File: config.mk
export PLATFORM = sky130hd
export DESIGN_NAME = memory_space_access_unit
export DESIGN_NICKNAME = d
export VERILOG_FILES = /design/src/hdl/memory_space_pkg.sv /design/src/hdl/data_lane_unit.sv /design/src/hdl/memory_space_access_unit.sv /design/src/hdl/prog_decode_unit.sv
export VERILOG_INCLUDE_DIRS = /design/src /design/src/hdl
export SDC_FILE = /design/constraint.sdc
export NUM_CORES = 1
export LEC_CHECK = 0
export BUFFER_PORTS_ARGS = -buffer_cell sky130_fd_sc_hd__buf_2
export CAP_MARGIN = 0
export CORE_UTILIZATION = 45
export DETAILED_ROUTE_END_ITERATION = 10
export PLACE_DENSITY = 0.73
export SLEW_MARGIN = 5
export SYNTH_ARGS = -nofsm -noshare
export SYNTH_HDL_FRONTEND = slang
export SYNTH_SLANG_ARGS = --single-unit
File: constraint.sdc
create_clock -name clk -period 2.3 [get_ports clk]
set_input_delay 0.115 -clock clk [delete_from_list [all_inputs] [get_ports clk]]
set_output_delay 0.115 -clock clk [all_outputs]
set_load 0.02 [all_outputs]
File: src/hdl/memory_space_defines.svh
// Address map constants for the memory space access unit
`ifndef MEMORY_SPACE_DEFINES_SVH
`define MEMORY_SPACE_DEFINES_SVH
`define PROG_USER_MAX 24'h7fffff
`define PROG_RESET_ADDR 24'h000000
`define PROG_START_PTR_ADDR 24'h000002
`define PROG_VEC_END 24'h000200
`define PROG_IVT_LO 24'h000004
`define PROG_IVT_HI 24'h0000ff
`define PROG_AIVT_LO 24'h000100
`define PROG_AIVT_HI 24'h0001ff
`define PROG_PC_STEP 23'h000002
`define TBL_PAGE_CFG_BIT 7
`define DATA_PSV_BIT 15
`define DATA_MEM_LIMIT 16'h7800
`define SFR_LAST 16'h07ff
`define PSV_PAGE_SHIFT 15
`define STEP_BYTE 16'h0001
`define STEP_WORD 16'h0002
`endif

File: src/hdl/memory_space_pkg.sv
// Types shared by the memory space access unit
package memory_space_pkg;
  typedef enum logic [1:0] {
    region_vector,
    region_code,
    region_config,
    region_blocked
  } prog_region_e;
  typedef enum logic [1:0] {
    ext_none,
    ext_sign,
    ext_zero
  } extend_op_e;
endpackage : memory_space_pkg

File: src/hdl/data_lane_unit.sv
// Byte lane selection and extension for data-space reads and writes
`timescale 1ns/1ps
`include "memory_space_defines.svh"
module data_lane_unit (
  input wire logic [15:0] effective_address,
  input wire logic byte_op,
  input wire logic [15:0] write_data,
  input wire logic [15:0] mem_rdata,
  input wire logic mem_implemented,
  input wire memory_space_pkg::extend_op_e ext_op,
  output logic [15:0] lane_wdata,
  output logic [1:0] lane_strobe,
  output logic [15:0] lane_rdata
);
  import memory_space_pkg::*;
  logic [15:0] raw;
  logic [7:0] lane_byte;
  always_comb begin
    raw = mem_implemented ? mem_rdata : 16'h0000;
    lane_byte = effective_address[0] ? raw[15:8] : raw[7:0];
    if (byte_op) begin
      lane_strobe = effective_address[0] ? 2'b10 : 2'b01;
      lane_wdata = {write_data[7:0], write_data[7:0]};
      case (ext_op)
        ext_sign: lane_rdata = {{8{lane_byte[7]}}, lane_byte};
        ext_zero: lane_rdata = {8'h00, lane_byte};
        default: lane_rdata = {8'h00, lane_byte};
      endcase
    end else begin
      lane_rdata = raw;
      lane_strobe = 2'b11;
      lane_wdata = write_data;
    end
  end
endmodule : data_lane_unit

File: src/hdl/memory_space_access_unit.sv
// Memory space access unit: program and data address decode and access control
// Behaviour
// - Program addresses are 24 bits, from 23-bit counter, table ops or remapping.
// - Ordinary program accesses confined to 0x000000 through 0x7fffff.
// - Table read/write with table page bit 7 reach configuration space.
// - Program location is 24 bits; upper word's top byte unimplemented.
// - Lower word at even address, upper word at next odd address.
// - Program counter stays even and steps by two.
// - Execution starts at 0x000000 after reset; start pointer at 0x000002.
// - Region below 0x000200 is reserved for execution vectors.
// - Primary vector table 0x000004-0x0000ff, alternate 0x000100-0x0001ff.
// - Data effective addresses are 16-bit byte addresses.
// - Address bit 15 low selects data memory, high selects visibility window.
// - Reads outside implemented memory return zero.
// - Low byte at even address, high byte at odd address.
// - Post-increment adds 1 for byte, 2 for word operations.
// - Byte read selects byte by address bit 0 onto low lane.
// - Shared word decode; byte write strobes only the addressed lane.
// - Word access at odd address raises address error trap.
// - Misaligned read completes; misaligned write is suppressed; then trap.
// - Byte load without extension into working register changes only its low byte.
// - Sign-extend and zero-extend operations on byte values.
// - Data addresses 0x0000-0x07ff decode as special function registers.
// - Unused special function register addresses read zero.
// - Upper data half maps to program space via 8-bit visibility page.
`timescale 1ns/1ps
`include "memory_space_defines.svh"
module memory_space_access_unit (
  input wire logic clk,
  input wire logic resetn,
  input wire logic pc_step,
  input wire logic pc_backward,
  input wire logic pc_load,
  input wire logic [22:0] pc_load_value,
  input wire logic table_read_op,
  input wire logic table_write_op,
  input wire logic [7:0] table_page_pointer,
  input wire logic [15:0] table_offset,
  input wire logic table_upper,
  input wire logic [7:0] visibility_page_register,
  input wire logic visibility_enable,
  input wire logic data_read,
  input wire logic data_write,
  input wire logic byte_op,
  input wire logic [15:0] effective_address,
  input wire logic post_increment,
  input wire logic [15:0] write_data,
  input wire memory_space_pkg::extend_op_e ext_op,
  input wire logic reg_load,
  input wire logic [15:0] reg_old,
  input wire logic [15:0] mem_rdata,
  input wire logic mem_implemented,
  input wire logic [23:0] prog_rdata,
  output logic [23:0] prog_address,
  output logic prog_read,
  output logic prog_upper_word,
  output memory_space_pkg::prog_region_e prog_region,
  output logic prog_in_vector_table,
  output logic [15:0] mem_address,
  output logic mem_read,
  output logic [1:0] mem_write_strobe,
  output logic [15:0] mem_wdata,
  output logic sfr_select,
  output logic psv_select,
  output logic [15:0] read_data,
  output logic [15:0] reg_new,
  output logic [15:0] next_pointer,
  output logic address_error_trap
);
  import memory_space_pkg::*;

  typedef struct packed {
    logic [22:0] pc;
    logic [23:0] prog_address;
    logic prog_read;
    logic prog_upper_word;
    prog_region_e prog_region;
    logic prog_in_vector_table;
    logic [15:0] mem_address;
    logic mem_read;
    logic [1:0] mem_write_strobe;
    logic [15:0] mem_wdata;
    logic sfr_select;
    logic psv_select;
    logic [15:0] read_data;
    logic [15:0] reg_new;
    logic [15:0] next_pointer;
    logic address_error_trap;
  } state_s;

  state_s state_q;
  state_s state_d;

  prog_region_e region_w;
  logic alt_hit_w;
  logic pri_hit_w;
  logic [15:0] lane_wdata_w;
  logic [1:0] lane_strobe_w;
  logic [15:0] lane_rdata_w;
  logic [15:0] sel_rdata_w;
  logic implemented_w;
  logic table_op_w;
  logic [23:0] fetch_addr_w;

  // Pointer step depends on operand size
  function automatic logic [15:0] scaled_step(input logic is_byte);
    scaled_step = is_byte ? `STEP_BYTE : `STEP_WORD;
  endfunction : scaled_step

  // Odd address on a word access is misaligned
  function automatic logic misaligned(input logic is_byte, input logic [15:0] ea);
    misaligned = !is_byte && ea[0];
  endfunction : misaligned

  // Program word view of a 24-bit location: even lower word, odd upper byte
  function automatic logic [15:0] prog_word(input logic [23:0] loc, input logic upper);
    prog_word = upper ? {8'h00, loc[23:16]} : loc[15:0];
  endfunction : prog_word

  assign table_op_w = table_read_op || table_write_op;

  always_comb begin
    fetch_addr_w = {1'b0, state_q.pc};
    if (table_op_w) begin
      fetch_addr_w = {table_page_pointer, table_offset[15:1], 1'b0};
    end else if (data_read && effective_address[`DATA_PSV_BIT] && visibility_enable) begin
      fetch_addr_w = {1'b0, visibility_page_register, effective_address[14:1], 1'b0};
    end
  end

  prog_decode_unit u_prog_decode (
    .prog_address(fetch_addr_w),
    .table_op(table_op_w),
    .table_page_pointer(table_page_pointer),
    .region(region_w),
    .alt_table_hit(alt_hit_w),
    .pri_table_hit(pri_hit_w)
  );

  assign implemented_w = !effective_address[`DATA_PSV_BIT] && effective_address < `DATA_MEM_LIMIT && mem_implemented;
  assign sel_rdata_w = effective_address[`DATA_PSV_BIT] ?
    (visibility_enable ? prog_word(prog_rdata, 1'b0) : 16'h0000) : mem_rdata;

  data_lane_unit u_data_lane (
    .effective_address(effective_address),
    .byte_op(byte_op),
    .write_data(write_data),
    .mem_rdata(sel_rdata_w),
    .mem_implemented(implemented_w || (effective_address[`DATA_PSV_BIT] && visibility_enable)),
    .ext_op(ext_op),
    .lane_wdata(lane_wdata_w),
    .lane_strobe(lane_strobe_w),
    .lane_rdata(lane_rdata_w)
  );

  always_comb begin
    state_d = state_q;
    state_d.mem_read = 1'b0;
    state_d.mem_write_strobe = 2'b00;
    state_d.prog_read = 1'b0;
    state_d.address_error_trap = 1'b0;
    if (pc_load) begin
      state_d.pc = {pc_load_value[22:1], 1'b0};
    end else if (pc_step) begin
      state_d.pc = pc_backward ? state_q.pc - `PROG_PC_STEP : state_q.pc + `PROG_PC_STEP;
    end
    state_d.prog_address = fetch_addr_w;
    state_d.prog_region = region_w;
    state_d.prog_in_vector_table = pri_hit_w || alt_hit_w;
    state_d.prog_upper_word = table_op_w && table_upper;
    state_d.prog_read = (table_read_op || !table_op_w) && region_w != region_blocked;
    state_d.mem_address = {effective_address[15:1], 1'b0};
    state_d.sfr_select = effective_address <= `SFR_LAST;
    state_d.psv_select = effective_address[`DATA_PSV_BIT];
    state_d.mem_wdata = lane_wdata_w;
    if (data_read || data_write) begin
      state_d.address_error_trap = misaligned(byte_op, effective_address);
    end
    if (data_read) begin
      state_d.mem_read = !effective_address[`DATA_PSV_BIT];
      state_d.read_data = lane_rdata_w;
      state_d.reg_new = (reg_load && byte_op && ext_op == ext_none) ?
        {reg_old[15:8], lane_rdata_w[7:0]} : lane_rdata_w;
    end
    if (data_write && !misaligned(byte_op, effective_address) && !effective_address[`DATA_PSV_BIT]) begin
      state_d.mem_write_strobe = lane_strobe_w;
    end
    if ((data_read || data_write) && post_increment) begin
      state_d.next_pointer = effective_address + scaled_step(byte_op);
    end
    if (!resetn) begin
      state_d = '0;
      state_d.pc = 23'(`PROG_RESET_ADDR);
      state_d.prog_region = region_vector;
    end
  end

  always_ff @(posedge clk) begin
    state_q <= state_d;
  end

  assign prog_address = state_q.prog_address;
  assign prog_read = state_q.prog_read;
  assign prog_upper_word = state_q.prog_upper_word;
  assign prog_region = state_q.prog_region;
  assign prog_in_vector_table = state_q.prog_in_vector_table;
  assign mem_address = state_q.mem_address;
  assign mem_read = state_q.mem_read;
  assign mem_write_strobe = state_q.mem_write_strobe;
  assign mem_wdata = state_q.mem_wdata;
  assign sfr_select = state_q.sfr_select;
  assign psv_select = state_q.psv_select;
  assign read_data = state_q.read_data;
  assign reg_new = state_q.reg_new;
  assign next_pointer = state_q.next_pointer;
  assign address_error_trap = state_q.address_error_trap;
endmodule : memory_space_access_unit

File: src/hdl/prog_decode_unit.sv
// Program space region decode and user-limit check
`timescale 1ns/1ps
`include "memory_space_defines.svh"
module prog_decode_unit (
  input wire logic [23:0] prog_address,
  input wire logic table_op,
  input wire logic [7:0] table_page_pointer,
  output memory_space_pkg::prog_region_e region,
  output logic alt_table_hit,
  output logic pri_table_hit
);
  import memory_space_pkg::*;
  always_comb begin
    pri_table_hit = (prog_address >= `PROG_IVT_LO) && (prog_address <= `PROG_IVT_HI);
    alt_table_hit = (prog_address >= `PROG_AIVT_LO) && (prog_address <= `PROG_AIVT_HI);
    if (prog_address > `PROG_USER_MAX) begin
      region = (table_op && table_page_pointer[`TBL_PAGE_CFG_BIT]) ? region_config : region_blocked;
    end else if (prog_address < `PROG_VEC_END) begin
      region = region_vector;
    end else begin
      region = region_code;
    end
  end
endmodule : prog_decode_unit

==> key figures, run 1 <==
Floorplan
  • # rows: 46
  • Initial Util: 45.9%
  • # IOs: approximately 280
  • Die width: about 130 um
  • Core area: 15800 um^2
  • Die area: around 17000 um^2
  • Die Ht: 129 um

Synth
  • Largest family of logic cells by synthesized area: compound AO/OA/AOI/OAI gates
  • Top-area cell type share of the netlist area: roughly 34%
  • Mapped Cells: around 830
  • Netlist cell types: between 70 and 80
  • Ys flop type: dfxtp_1
  • XOR/XNOR share of the synthesized area: under 10%
  • Avg Cell Area, Syn: between 8 and 9 um^2
  • Register area share after synthesis: 34.5%
  • Post-Synth Simple-Gate Area: approximately 16%
  • Synth area leader: dfxtp_1
  • Synth Register Bits: between 100 and 150
  • Mux share of post-synthesis cell area: between 4 and 5%
  • Post-synthesis cell area: between 7000 and 8000 um^2
  • Synth top area cells: dfxtp_1, buf_4, mux2i_1
  • Number of synthesized flops with an enable pin: 0
  • Adder-cell share of the synthesized area: 4.86%
  • Complex-gate fraction of the synthesized area: around a fifth
  • Yosys warns: 0
  • Async set or reset register ratio after synthesis: 0%

Setup path
  • Worst Setup SP: state_q[119]$_SDFFE_PN0P_
  • Critical path required time: around 2.6 ns
  • Crit path capture type: flop
  • Reg2reg start: state_q[119]$_SDFFE_PN0P_
  • R2R setup slack: 0.10 ns
  • Crit path arrival time: around 2.5 ns
  • Critical path endpoint: state_q[125]$_SDFFE_PN0P_
  • Critical path fanouts, max: 5
  • Worst reg2reg endpoint: state_q[125]$_SDFFE_PN0P_
  • Worst Reg-to-Reg Cells: 8
  • CP Class: reg2reg
  • Worst Setup Start Kind: flop

Final layout
  • Fin area: ~9000 um^2
  • Most frequent cells in the layout: buf_2, dfxtp_1, nor2_1
  • Fillcell total: approximately 1400
  • Final #Nets: approximately 1200
  • Share of cells above drive strength 1: between 30% and 40%
  • Most common cell after layout, fill and taps aside: buf_2
  • Area growth syn-to-layout: 27.6%
  • Final std cells w/o fill: between 1000 and 1500

Placement
  • PortBufs: 254
  • Placement Cell Area: 8110 um^2
  • Post-Place Cells: roughly 1200
  • Placement Setup Slack: -0.0304 ns
  • Dpl hpwl: between 15 and 20 mm
  • Routability congestion estimate: 0.895

Power
  • Lkg Pwr: 0.00443 uW
  • Switching Power: 1990 uW
  • Comb pwr share: approximately a quarter
  • Pint: about 4700 uW
  • Worst vdd ir: just over 500 uV
  • Sequential power share: approximately 36%
  • Power Dens Cells: roughly 720 nW/um^2
  • Clock power frac: 40.7%
  • Sw Share: 29.8%

Clocking
  • CTS Buffer Depth: 2
  • CTS tree: done
  • Post-CTS Setup Bufs: 0
  • Clk root buf: clkbuf_16
  • Clk pin slew, worst setup/hold paths: about 0.06 ns
  • CTS Buf Count: 17
  • Sink Count: between 100 and 150
  • Worst skew pair latency: between 0.4 and 0.5 ns
  • # H-tree levels: 4

Timing
  • Fin crit period: about 2.2 ns
  • Setup-failing EPs final: 0
  • Final worst setup slack: approximately 0.10 ns
  • Hold_ws: ~0.011 ns
  • Worst slew pin tran: roughly 0.87 ns
  • Slew headroom: 42.2%
  • Max-slew violations: 0
  • Tcrit/Tclk final: between 90% and 100%
  • Setup Skew: a little under 0.007 ns
  • F_max: 455 MHz
  • Hold Vio Cnt, Final: 0

GRT
  • First-pass GRT wire length: around 33 mm
  • Pin count of the biggest net entering global routing: 68
  • Total track usage: 26.1%
  • Initial antenna violation count: 2
  • Number of global-route vias before repair: approximately 6300
  • GRT overflow: 0

Route
  • DRC viols: 0
  • Via count: around 6800
  • Post-DRT Antenna Nets: 0
  • DRT Wirelength: approximately 22 mm
  • Routed len/inst: between 15 and 20 um
  • Iter 0 DRT Violations: about 370
  • TritonRoute pass-1 iters: 5
  • Via/cell ratio: ~5.3

Run status
  • Status: complete, no violations

Worst hold path
  • Hold crit path type: in2reg

Flow run
  • Max Cap Viol: 0
synth_stat cells, types with 16 or more instances:
library cell,number
a211oi_1,30
a21oi_1,59
and2_1,26
and3_1,16
buf_4,110
clkbuf_1,27
dfxtp_1,125
ha_1,25
mux2i_1,35
nand2_1,37
nor2_1,92
o21ai_0,26
xor2_1,16
critical path, cell delays in order, from the launching register on:
cell and delay (ns):
dfxtp_1 0.32, ha_1 0.34, a21o_1 0.20, a21oi_1 0.22, nand2_1 0.12, a31o_1 0.26
a311oi_1 0.34, xor2_1 0.17, o22ai_1 0.09
sequential cells by signal, summed over array words and instances, names as in the netlist:
| name | count |
|---|---|
| mem_write_strobe | 2 |
| mem_read | 1 |
| prog_in_vector_table | 1 |
| address_error_trap | 1 |
| state_q | 22 |
| next_pointer | 16 |
| mem_wdata | 16 |
| prog_upper_word | 1 |
| mem_address | 15 |
| prog_read | 1 |
| sfr_select | 1 |
| reg_new | 8 |
| prog_region | 1 |
| prog_address | 23 |
| read_data | 16 |
power by group through the flow:
stage               logic (uW)  clock network [uW]  registers [uW]
floorplan                 1080                   0            2430
global placement          1450                   0            2440
detailed placement        1460                   0            2440
CTS                       1540                2770            2390
global route              1700                2880            2410
finish                    1570                2730            2400
worst min-delay path by stage:
stage / end / depth (start not counted) / start / slack (ns)
after floorplan: sfr_select$_SDFF_PN0_ / 1 / effective_address[14] / 0.19
after global placement: prog_region[0]$_SDFF_PN0_ / 2 / table_page_pointer[7] / 0.33
after detailed placement: mem_wdata[4]$_SDFF_PN0_ / 2 / write_data[4] / 0.34
after CTS: prog_address[5]$_SDFF_PN0_ / 3 / table_offset[5] / 0.002
after global routing: mem_address[10]$_SDFF_PN0_ / 2 / effective_address[10] / 0.005
final: prog_address[13]$_SDFF_PN0_ / 3 / table_offset[13] / 0.01
final cells by class:
cell class | instances | area, um^2 | share of cell area, %
clock inverter | 14 | 170 | 1.84
timing repair buffer | 349 | 2140 | 23.1
sequential | 125 | 2500 | 27.0
antenna | 2 | 5.00 | 0.0540
clock buffer | 18 | 429 | 4.63
tap | 216 | 270 | 2.92
multi-input combinational | 542 | 3700 | 40.0
inverter | 12 | 45.0 | 0.486
per-stage QoR:
stage          utilization (%)  power [uW]  setup TNS [ns]
2_1_floorplan                -        3510               0
3_3_place_gp              51.3        3880               0
3_5_place_dp              51.3        3900         -0.0304
4_1_cts                   58.3        6700               0
5_1_grt                   58.5        7000        -0.00191
6_report                  58.5        6690               0
per-layer routing:
metal / up-vias / global-route usage (%) / part of all wire, %
met1: 3227 / 33.5 / 44
li1: 3306 / - / -
met3: 34 / 4.83 / 5.0
met4: 0 / 9.41 / 2.0
met2: 250 / 43.9 / 49
met5: - / 0 / 0
repair_timing:
item,CTS,global route
pin swaps,1,3
endpoints found under the setup margin,1,5
hold buffers,52,0
endpoints found under the hold margin,50,0
resized for setup,0,6
cell families (layout without fill, tap and decap cells):
group,after synthesis,in the layout
and+or+nand+nor,236,236
AOI/OAI and AO/OA,212,212
buffers and inverters,168,393
DFF,125,125
muxes,35,35
xor gates and xnor gates,30,30
adders and majority gates,27,27
other,1,4
Power figures use the tool's default switching activity.
==> inputs of run 2 (changes only) <==
Settings changed: ABC_AREA from default to 1, CORE_UTILIZATION 45 to 46, PLACE_DENSITY 0.73 to 0.87.
==> run 2 against run 1 <==
  * Routed wire length up 8.6%
  * Sequential cell count unchanged
  * Register-to-register slack better by 0.14 ns
  * Utilization down 0.53 points
  * Worst hold slack better by 0.0048 ns
  * Global-route usage up 0.94 points
  * Final cell count up 24%
  * Clock-buffer cell count down 1
  * Clock power down 3%
  * Setup slack better by 0.14 ns
  * Die area up 6.1%
  * Largest cell class unchanged
==> key figures, run 2 <==
Run status
  • Status: complete, no violations

Synth
  • XOR/XNOR share of the synthesized area: between 1.5 and 2%
  • Synth top area cells: dfxtp_1, nand2_1, buf_4
  • Largest family of logic cells by synthesized area: simple AND/OR/NAND/NOR gates
  • Adder-cell share of the synthesized area: ~4.5%
  • Most frequent cell after synthesis: nand2_1
  • Post-Synth Simple-Gate Area: 29.1%
  • Synth area leader: dfxtp_1
  • Yosys warns: 0
  • Ys flop type: dfxtp_1
  • Post-synthesis cell area: slightly below 8000 um^2
  • Mapped Cells: about 1200
  • Synth cell count leaders: nand2_1, inv_1, dfxtp_1, nor2_1, buf_4
  • Complex-gate fraction of the synthesized area: about an eighth
  • Avg Cell Area, Syn: approximately 6.8 um^2
  • Mux share of post-synthesis cell area: 0%
  • Synth Register Bits: 125
  • Top-area cell type share of the netlist area: 31.7%
  • Number of synthesized flops with an enable pin: 0
  • Register area share after synthesis: between 30% and 40%
  • Async set or reset register ratio after synthesis: 0%
  • Netlist cell types: 44

Route
  • Routed len/inst: 15.2 um
  • Iter 0 DRT Violations: 597
  • DRC viols: 0
  • Via/cell ratio: slightly above 5
  • Via count: slightly above 8000
  • DRT Wirelength: between 20 and 25 mm
  • Post-DRT Antenna Nets: 0
  • TritonRoute pass-1 iters: 5

GRT
  • First-pass GRT wire length: ~38 mm
  • Initial antenna violation count: 0
  • Total track usage: a little over a quarter
  • GRT overflow: 0
  • Number of global-route vias before repair: ~7600
  • Pin count of the biggest net entering global routing: 62

Setup path
  • CP Class: reg2reg
  • Crit path arrival time: 2.37 ns
  • R2R setup slack: around 0.24 ns
  • Worst reg2reg endpoint: state_q[131]$_SDFFE_PN0P_
  • Worst Setup Start Kind: flop
  • Critical path fanouts, max: 5
  • Critical path required time: between 2 and 3 ns
  • CP dominant cell by count: nand2_1
  • Reg2reg start: state_q[119]$_SDFFE_PN0P_
  • Crit path capture type: flop
  • Critical path's slowest cell: o21ai_0
  • CP peak stage delay: between 0.4 and 0.5 ns
  • Crit path buf inv count: 1
  • Worst Reg-to-Reg Cells: 10
  • Critical-path cell list: ha_1 > nand2_1 > inv_1 > nand2_1 > o21ai_0 > nand2_1 > nand2_1 > nand2_1 > nand3_1 > a21oi_1
  • Family with the most delay on the worst path: simple AND/OR/NAND/NOR gates

Final layout
  • Multi-input logic area: between 3000 and 4000 um^2
  • Final #Nets: between 1500 and 2000
  • Most flops, register: prog_address
  • Register Area: between 2000 and 3000 um^2
  • Area growth syn-to-layout: 22.4%
  • Top flop regs: prog_address x23, state_q x22
  • Share of cells above drive strength 1: between 20 and 30%
  • Most common cell after layout, fill and taps aside: nand2_1
  • Largest register FFs: 23
  • Fillcell total: between 1000 and 1500
  • Most frequent cells in the layout: nand2_1, buf_2, inv_1
  • N_diodes: 0

Placement
  • Routability congestion estimate: approximately 0.92
  • Dpl hpwl: 17.0 mm
  • PortBufs: 254

Timing
  • Worst slew pin tran: roughly 0.74 ns
  • F_max: a little under 500 MHz
  • Hold_ws: approximately 0.016 ns
  • Setup-failing EPs final: 0
  • Tcrit/Tclk final: 89.6%
  • Max-slew violations: 0
  • Slew headroom: around half
  • Sum of negative setup slack: 0 ns
  • Setup Skew: about 0.0086 ns
  • Hold Vio Cnt, Final: 0
  • Fin crit period: about 2 ns
  • Unrepaired setup endpoints after global routing: false

Clocking
  • Sink Count: between 100 and 150
  • CTS Buffer Depth: 2
  • CTS tree: done
  • Post_cts resized: 0
  • CTS Buf Count: 17
  • Post-CTS Setup Bufs: 0
  • Clk root buf: clkbuf_16
  • # H-tree levels: 4
  • Worst skew pair latency: about 0.42 ns
  • Clk pin slew, worst setup/hold paths: ~0.060 ns

Power
  • Worst vdd ir: approximately 540 uV
  • Clock power frac: between 40% and 50%
  • Sw Share: 32.7%
  • Sequential power share: between 30 and 40%
  • Lkg Pwr: between 0.005 and 0.006 uW
  • Comb pwr share: between 20 and 25%
  • Pint: 4380 uW
  • Switching Power: 2120 uW
  • Power Dens Cells: 673 nW/um^2

Floorplan
  • # rows: between 40 and 50
  • Die width: between 100 and 150 um
  • # IOs: 275
  • Initial Util: between 40% and 50%
  • Die area: between 15000 and 20000 um^2
  • Core area: around 17000 um^2
  • Die Ht: 133 um

Worst hold path
  • Hold crit path type: in2reg
  • Hold Crit Depth: 3
  • Hold Crit Start: pc_load_value[22]
  • WHS Endpoint: state_q[137]$_SDFFE_PN0P_

Flow run
  • Max Cap Viol: 0
-- run 2: repair_timing --
action	4_1_cts	5_1_grt
endpoints found under the setup margin	0	0
hold endpoints to repair	61	0
hold buffers	58	0
-- run 2: layout make-up --
| type | instances | share of cell area, % |
|---|---|---|
| clock inverters | 15 | 1.58 |
| repair buffers | 324 | 20.2 |
| well taps | 220 | 2.85 |
| flip-flops and latches | 125 | 25.9 |
| multi-input cells | 741 | 39.2 |
| inverters | 149 | 5.81 |
| clock buffers | 17 | 4.41 |
-- run 2: power groups by stage --
stage               clock (uW)  combinational, uW  sequential (uW)
floorplan                    0               1040             2410
global placement             0               1300             2430
detailed placement           0               1330             2430
CTS                       2690               1420             2390
global route              2780               1580             2400
finish                    2660               1440             2390
-- run 2: worst register-to-register path, stage by stage, from the launching register on --
cell and delay, ns:
dfxtp_1 0.36, ha_1 0.38, nand2_1 0.10, inv_1 0.10, nand2_1 0.08, o21ai_0 0.44
nand2_1 0.15, nand2_1 0.11, nand2_1 0.07, nand3_1 0.09, a21oi_1 0.06
-- run 2: worst max-delay path by stage --
stage	slack (ns)	from	cells past startpoint	end
6_report	0.24	state_q[119]$_SDFFE_PN0P_	10	state_q[131]$_SDFFE_PN0P_
5_1_grt	0.06	state_q[119]$_SDFFE_PN0P_	9	state_q[127]$_SDFFE_PN0P_
3_3_place_gp	0.27	pc_backward	8	state_q[123]$_SDFFE_PN0P_
4_1_cts	0.27	state_q[119]$_SDFFE_PN0P_	10	state_q[131]$_SDFFE_PN0P_
3_5_place_dp	0.23	pc_backward	8	state_q[123]$_SDFFE_PN0P_
2_1_floorplan	0.25	byte_op	12	next_pointer[9]$_SDFFE_PN0P_
-- run 2: cells by family (layout without fill, tap and decap cells) --
group | count (synthesis) | in the layout
xor+xnor | 14 | 14
flops | 125 | 125
simple gates | 533 | 533
other cells | 1 | 2
compound gates | 165 | 165
fa+ha+maj | 27 | 27
buf+inv | 301 | 505
-- run 2: metrics by stage --
stage / worst slack [ns] / area, um^2 / utilization [%] / cells / total power (uW)
2_1_floorplan: 0.251 / 7890 / - / 1167 / 3450
3_3_place_gp: 0.269 / 8490 / 51.0 / 1501 / 3730
3_5_place_dp: 0.232 / 8490 / 51.0 / 1501 / 3760
4_1_cts: 0.273 / 9650 / 58.0 / 1591 / 6490
5_1_grt: 0.0596 / 9650 / 58.0 / 1591 / 6770
6_report: 0.239 / 9650 / 58.0 / 1591 / 6500
-- run 2: layer usage --
metal / track usage, % / wire, um
met2: 44.4 / 11400
met5: 0 / 0
met3: 4.21 / 1470
met4: 12.9 / 813
met1: 34.6 / 10400
==> inputs of run 3 (changes only) <==
Settings changed: BUFFER_PORTS_ARGS -buffer_cell sky130_fd_sc_hd__buf_2 to default, CORE_UTILIZATION 46 to 58, DONT_BUFFER_PORTS from default to 1, PLACE_DENSITY 0.87 to 0.86.
==> run 3 against run 2 <==
  * Worst hold slack worse by 0.0079 ns
  * Die area is 20% lower
  * Sequential share of layout area grew 2.4 points
  * Clock power is 6% higher
  * Utilization up 8.7 points
  * Highest routed layer unchanged
==> key figures, run 3 (synthesized netlist as in run 2, its figures left out) <==
Clocking
  • Post_cts resized: 0
  • Worst skew pair latency: between 0.4 and 0.5 ns
  • CTS tree: done
  • Sink Count: ~130
  • Clk pin slew, worst setup/hold paths: approximately 0.06 ns
  • # H-tree levels: 4
  • CTS Buffer Depth: 2
  • CTS Buf Count: 17
  • Clk root buf: clkbuf_16

Timing
  • Setup-failing EPs final: 0
  • Max-slew violations: 0
  • Sum of negative setup slack: 0 ns
  • Unrepaired setup endpoints after global routing: false
  • Tcrit/Tclk final: between 90% and 100%
  • F_max: 478 MHz
  • Hold Vio Cnt, Final: 0
  • Final worst setup slack: about 0.21 ns
  • Fin crit period: approximately 2.1 ns
  • Slew headroom: approximately 31%
  • Worst slew pin tran: 1.03 ns
  • Setup Skew: 0.00478 ns

Floorplan
  • Core area: 13200 um^2
  • # IOs: 275
  • Die area: ~14000 um^2
  • Die Ht: 119 um
  • Die width: roughly 120 um
  • # rows: between 40 and 50
  • Initial Util: between 50 and 60%

Setup path
  • R2R setup slack: 0.32 ns
  • Crit path arrival time: around 2.4 ns
  • Critical-path cell list: buf_12 > inv_2 > nor2_1 > buf_4 > nand2_1 > nand3_1 > o21ai_0 > dlygate4sd3_1 > nor2_1
  • Worst reg2reg endpoint: state_q[123]$_SDFFE_PN0P_
  • Critical path required time: about 2.6 ns
  • Worst Reg-to-Reg Cells: 7
  • Critical path's slowest cell: nor2_1
  • CP Class: in2reg
  • Crit path capture type: flop
  • CP peak stage delay: roughly 0.63 ns
  • CP dominant cell by count: nor2_1
  • Worst Setup Start Kind: primary input
  • Reg2reg start: state_q[118]$_SDFFE_PN0P_
  • Critical path fanouts, max: 35

Worst hold path
  • Hold Crit Start: reg_old[12]
  • Hold crit path type: in2reg
  • Hold Crit Depth: 4
  • WHS Endpoint: reg_new[12]$_SDFFE_PN0P_

Power
  • Clock power frac: a little over two fifths
  • Lkg Pwr: 0.00428 uW
  • Sw Share: 30.9%
  • Power Dens Cells: about 730 nW/um^2
  • Worst vdd ir: 513 uV
  • Comb pwr share: between 15 and 20%
  • Pint: roughly 4500 uW
  • Switching Power: between 2000 and 2500 uW
  • Sequential power share: roughly two fifths

GRT
  • Initial antenna violation count: 3
  • Total track usage: between 30% and 40%
  • First-pass GRT wire length: 37.2 mm
  • GRT overflow: 0
  • Pin count of the biggest net entering global routing: 56
  • Number of global-route vias before repair: between 7000 and 8000

Final layout
  • Top flop regs: prog_address x23, state_q x22
  • Most flops, register: prog_address
  • Final #Nets: 1336
  • Area growth syn-to-layout: 12.0%
  • Largest register FFs: 23
  • Most common cell after layout, fill and taps aside: nand2_1
  • Most frequent cells in the layout: nand2_1, inv_1, dfxtp_1
  • Share of cells above drive strength 1: 8.00%
  • Fin area: ~8800 um^2

Route
  • Via/cell ratio: approximately 5.7
  • Routed len/inst: 18.0 um
  • DR WL met3: between 2 and 3 mm
  • TritonRoute pass-1 iters: 7
  • Post-DRT Antenna Nets: 0
  • Top layer in use: met4
  • DRC viols: 0
  • Iter 0 DRT Violations: slightly below 1000
  • Via count: ~7700
  • DRT Wirelength: approximately 24 mm
  • Routed met1 length: 9.61 mm
  • Detail Route met2 WL: approximately 11 mm

Placement
  • Placement Cell Area: roughly 7100 um^2
  • Dpl hpwl: 15.2 mm
  • Placement Setup Slack: around 0.36 ns
  • Routability congestion estimate: between 0.9 and 1
  • PortBufs: 0

Run status
  • Status: complete, no violations

Flow run
  • Max Cap Viol: 0
[run 3: cell count changes in the layout (fill, tap and decap cells not counted), moves of 2 or more]
cell and change:
dlygate4sd3_1 +44, bufinv_16 +2, diode_2 +3, buf_2 -254, inv_8 -4
[run 3: final cells by class]
type                       count  area, um^2
fill                        1053        4420
multi-input combinational    741        3780
sequential                   125        2500
timing repair buffer         115        1140
inverter                     149         561
clock buffer                  17         425
tap                          176         220
clock inverter                15         185
antenna                        3        7.51
[run 3: repair_timing]
action / CTS / global route
setup buffers: 0 / 0
hold buffers: 104 / 0
endpoints found under the hold margin: 120 / 0
[run 3: critical path, delay by kind of cell]
| family | cells | cell delay, ns |
|---|---|---|
| buffers and inverters | 4 | 1.27 |
| AND/OR/NAND/NOR | 4 | 0.90 |
| AO/OA/AOI/OAI | 1 | 0.13 |
[run 3: metal layers]
metal	GRT usage [%]	vias up
met1	42.4	3450
met3	9.46	122
met5	0	-
li1	-	3581
met2	52.7	515
met4	16.9	0
[run 3: how the worst max path moves through the flow]
stage | start | endpoint | slack, ns | depth (start not counted)
floorplan | byte_op | next_pointer[9]$_SDFFE_PN0P_ | 0.25 | 12
global placement | state_q[118]$_SDFFE_PN0P_ | state_q[123]$_SDFFE_PN0P_ | 0.37 | 7
detailed placement | state_q[118]$_SDFFE_PN0P_ | state_q[123]$_SDFFE_PN0P_ | 0.36 | 7
CTS | state_q[118]$_SDFFE_PN0P_ | state_q[123]$_SDFFE_PN0P_ | 0.34 | 7
global route | data_read | prog_address[18]$_SDFF_PN0_ | 0.10 | 9
finish | data_read | prog_address[18]$_SDFF_PN0_ | 0.21 | 9
[run 3: through the flow]
step | utilization (%) | cells | total power, uW | hold slack, ns
floorplan | - | 1167 | 3450 | 0.192
global placement | 54.0 | 1202 | 3420 | 0.197
detailed placement | 54.0 | 1202 | 3450 | 0.200
CTS | 66.6 | 1338 | 6440 | 0.00117
global route | 66.7 | 1341 | 6700 | 0.00559
finish | 66.7 | 1341 | 6470 | 0.00774
[run 3: power by group through the flow]
stage	combinational [uW]	clock (uW)	sequential, uW
6_report	1080	2810	2570
3_3_place_gp	815	0	2610
4_1_cts	1040	2830	2570
3_5_place_dp	835	0	2610
5_1_grt	1200	2920	2580
2_1_floorplan	1040	0	2410
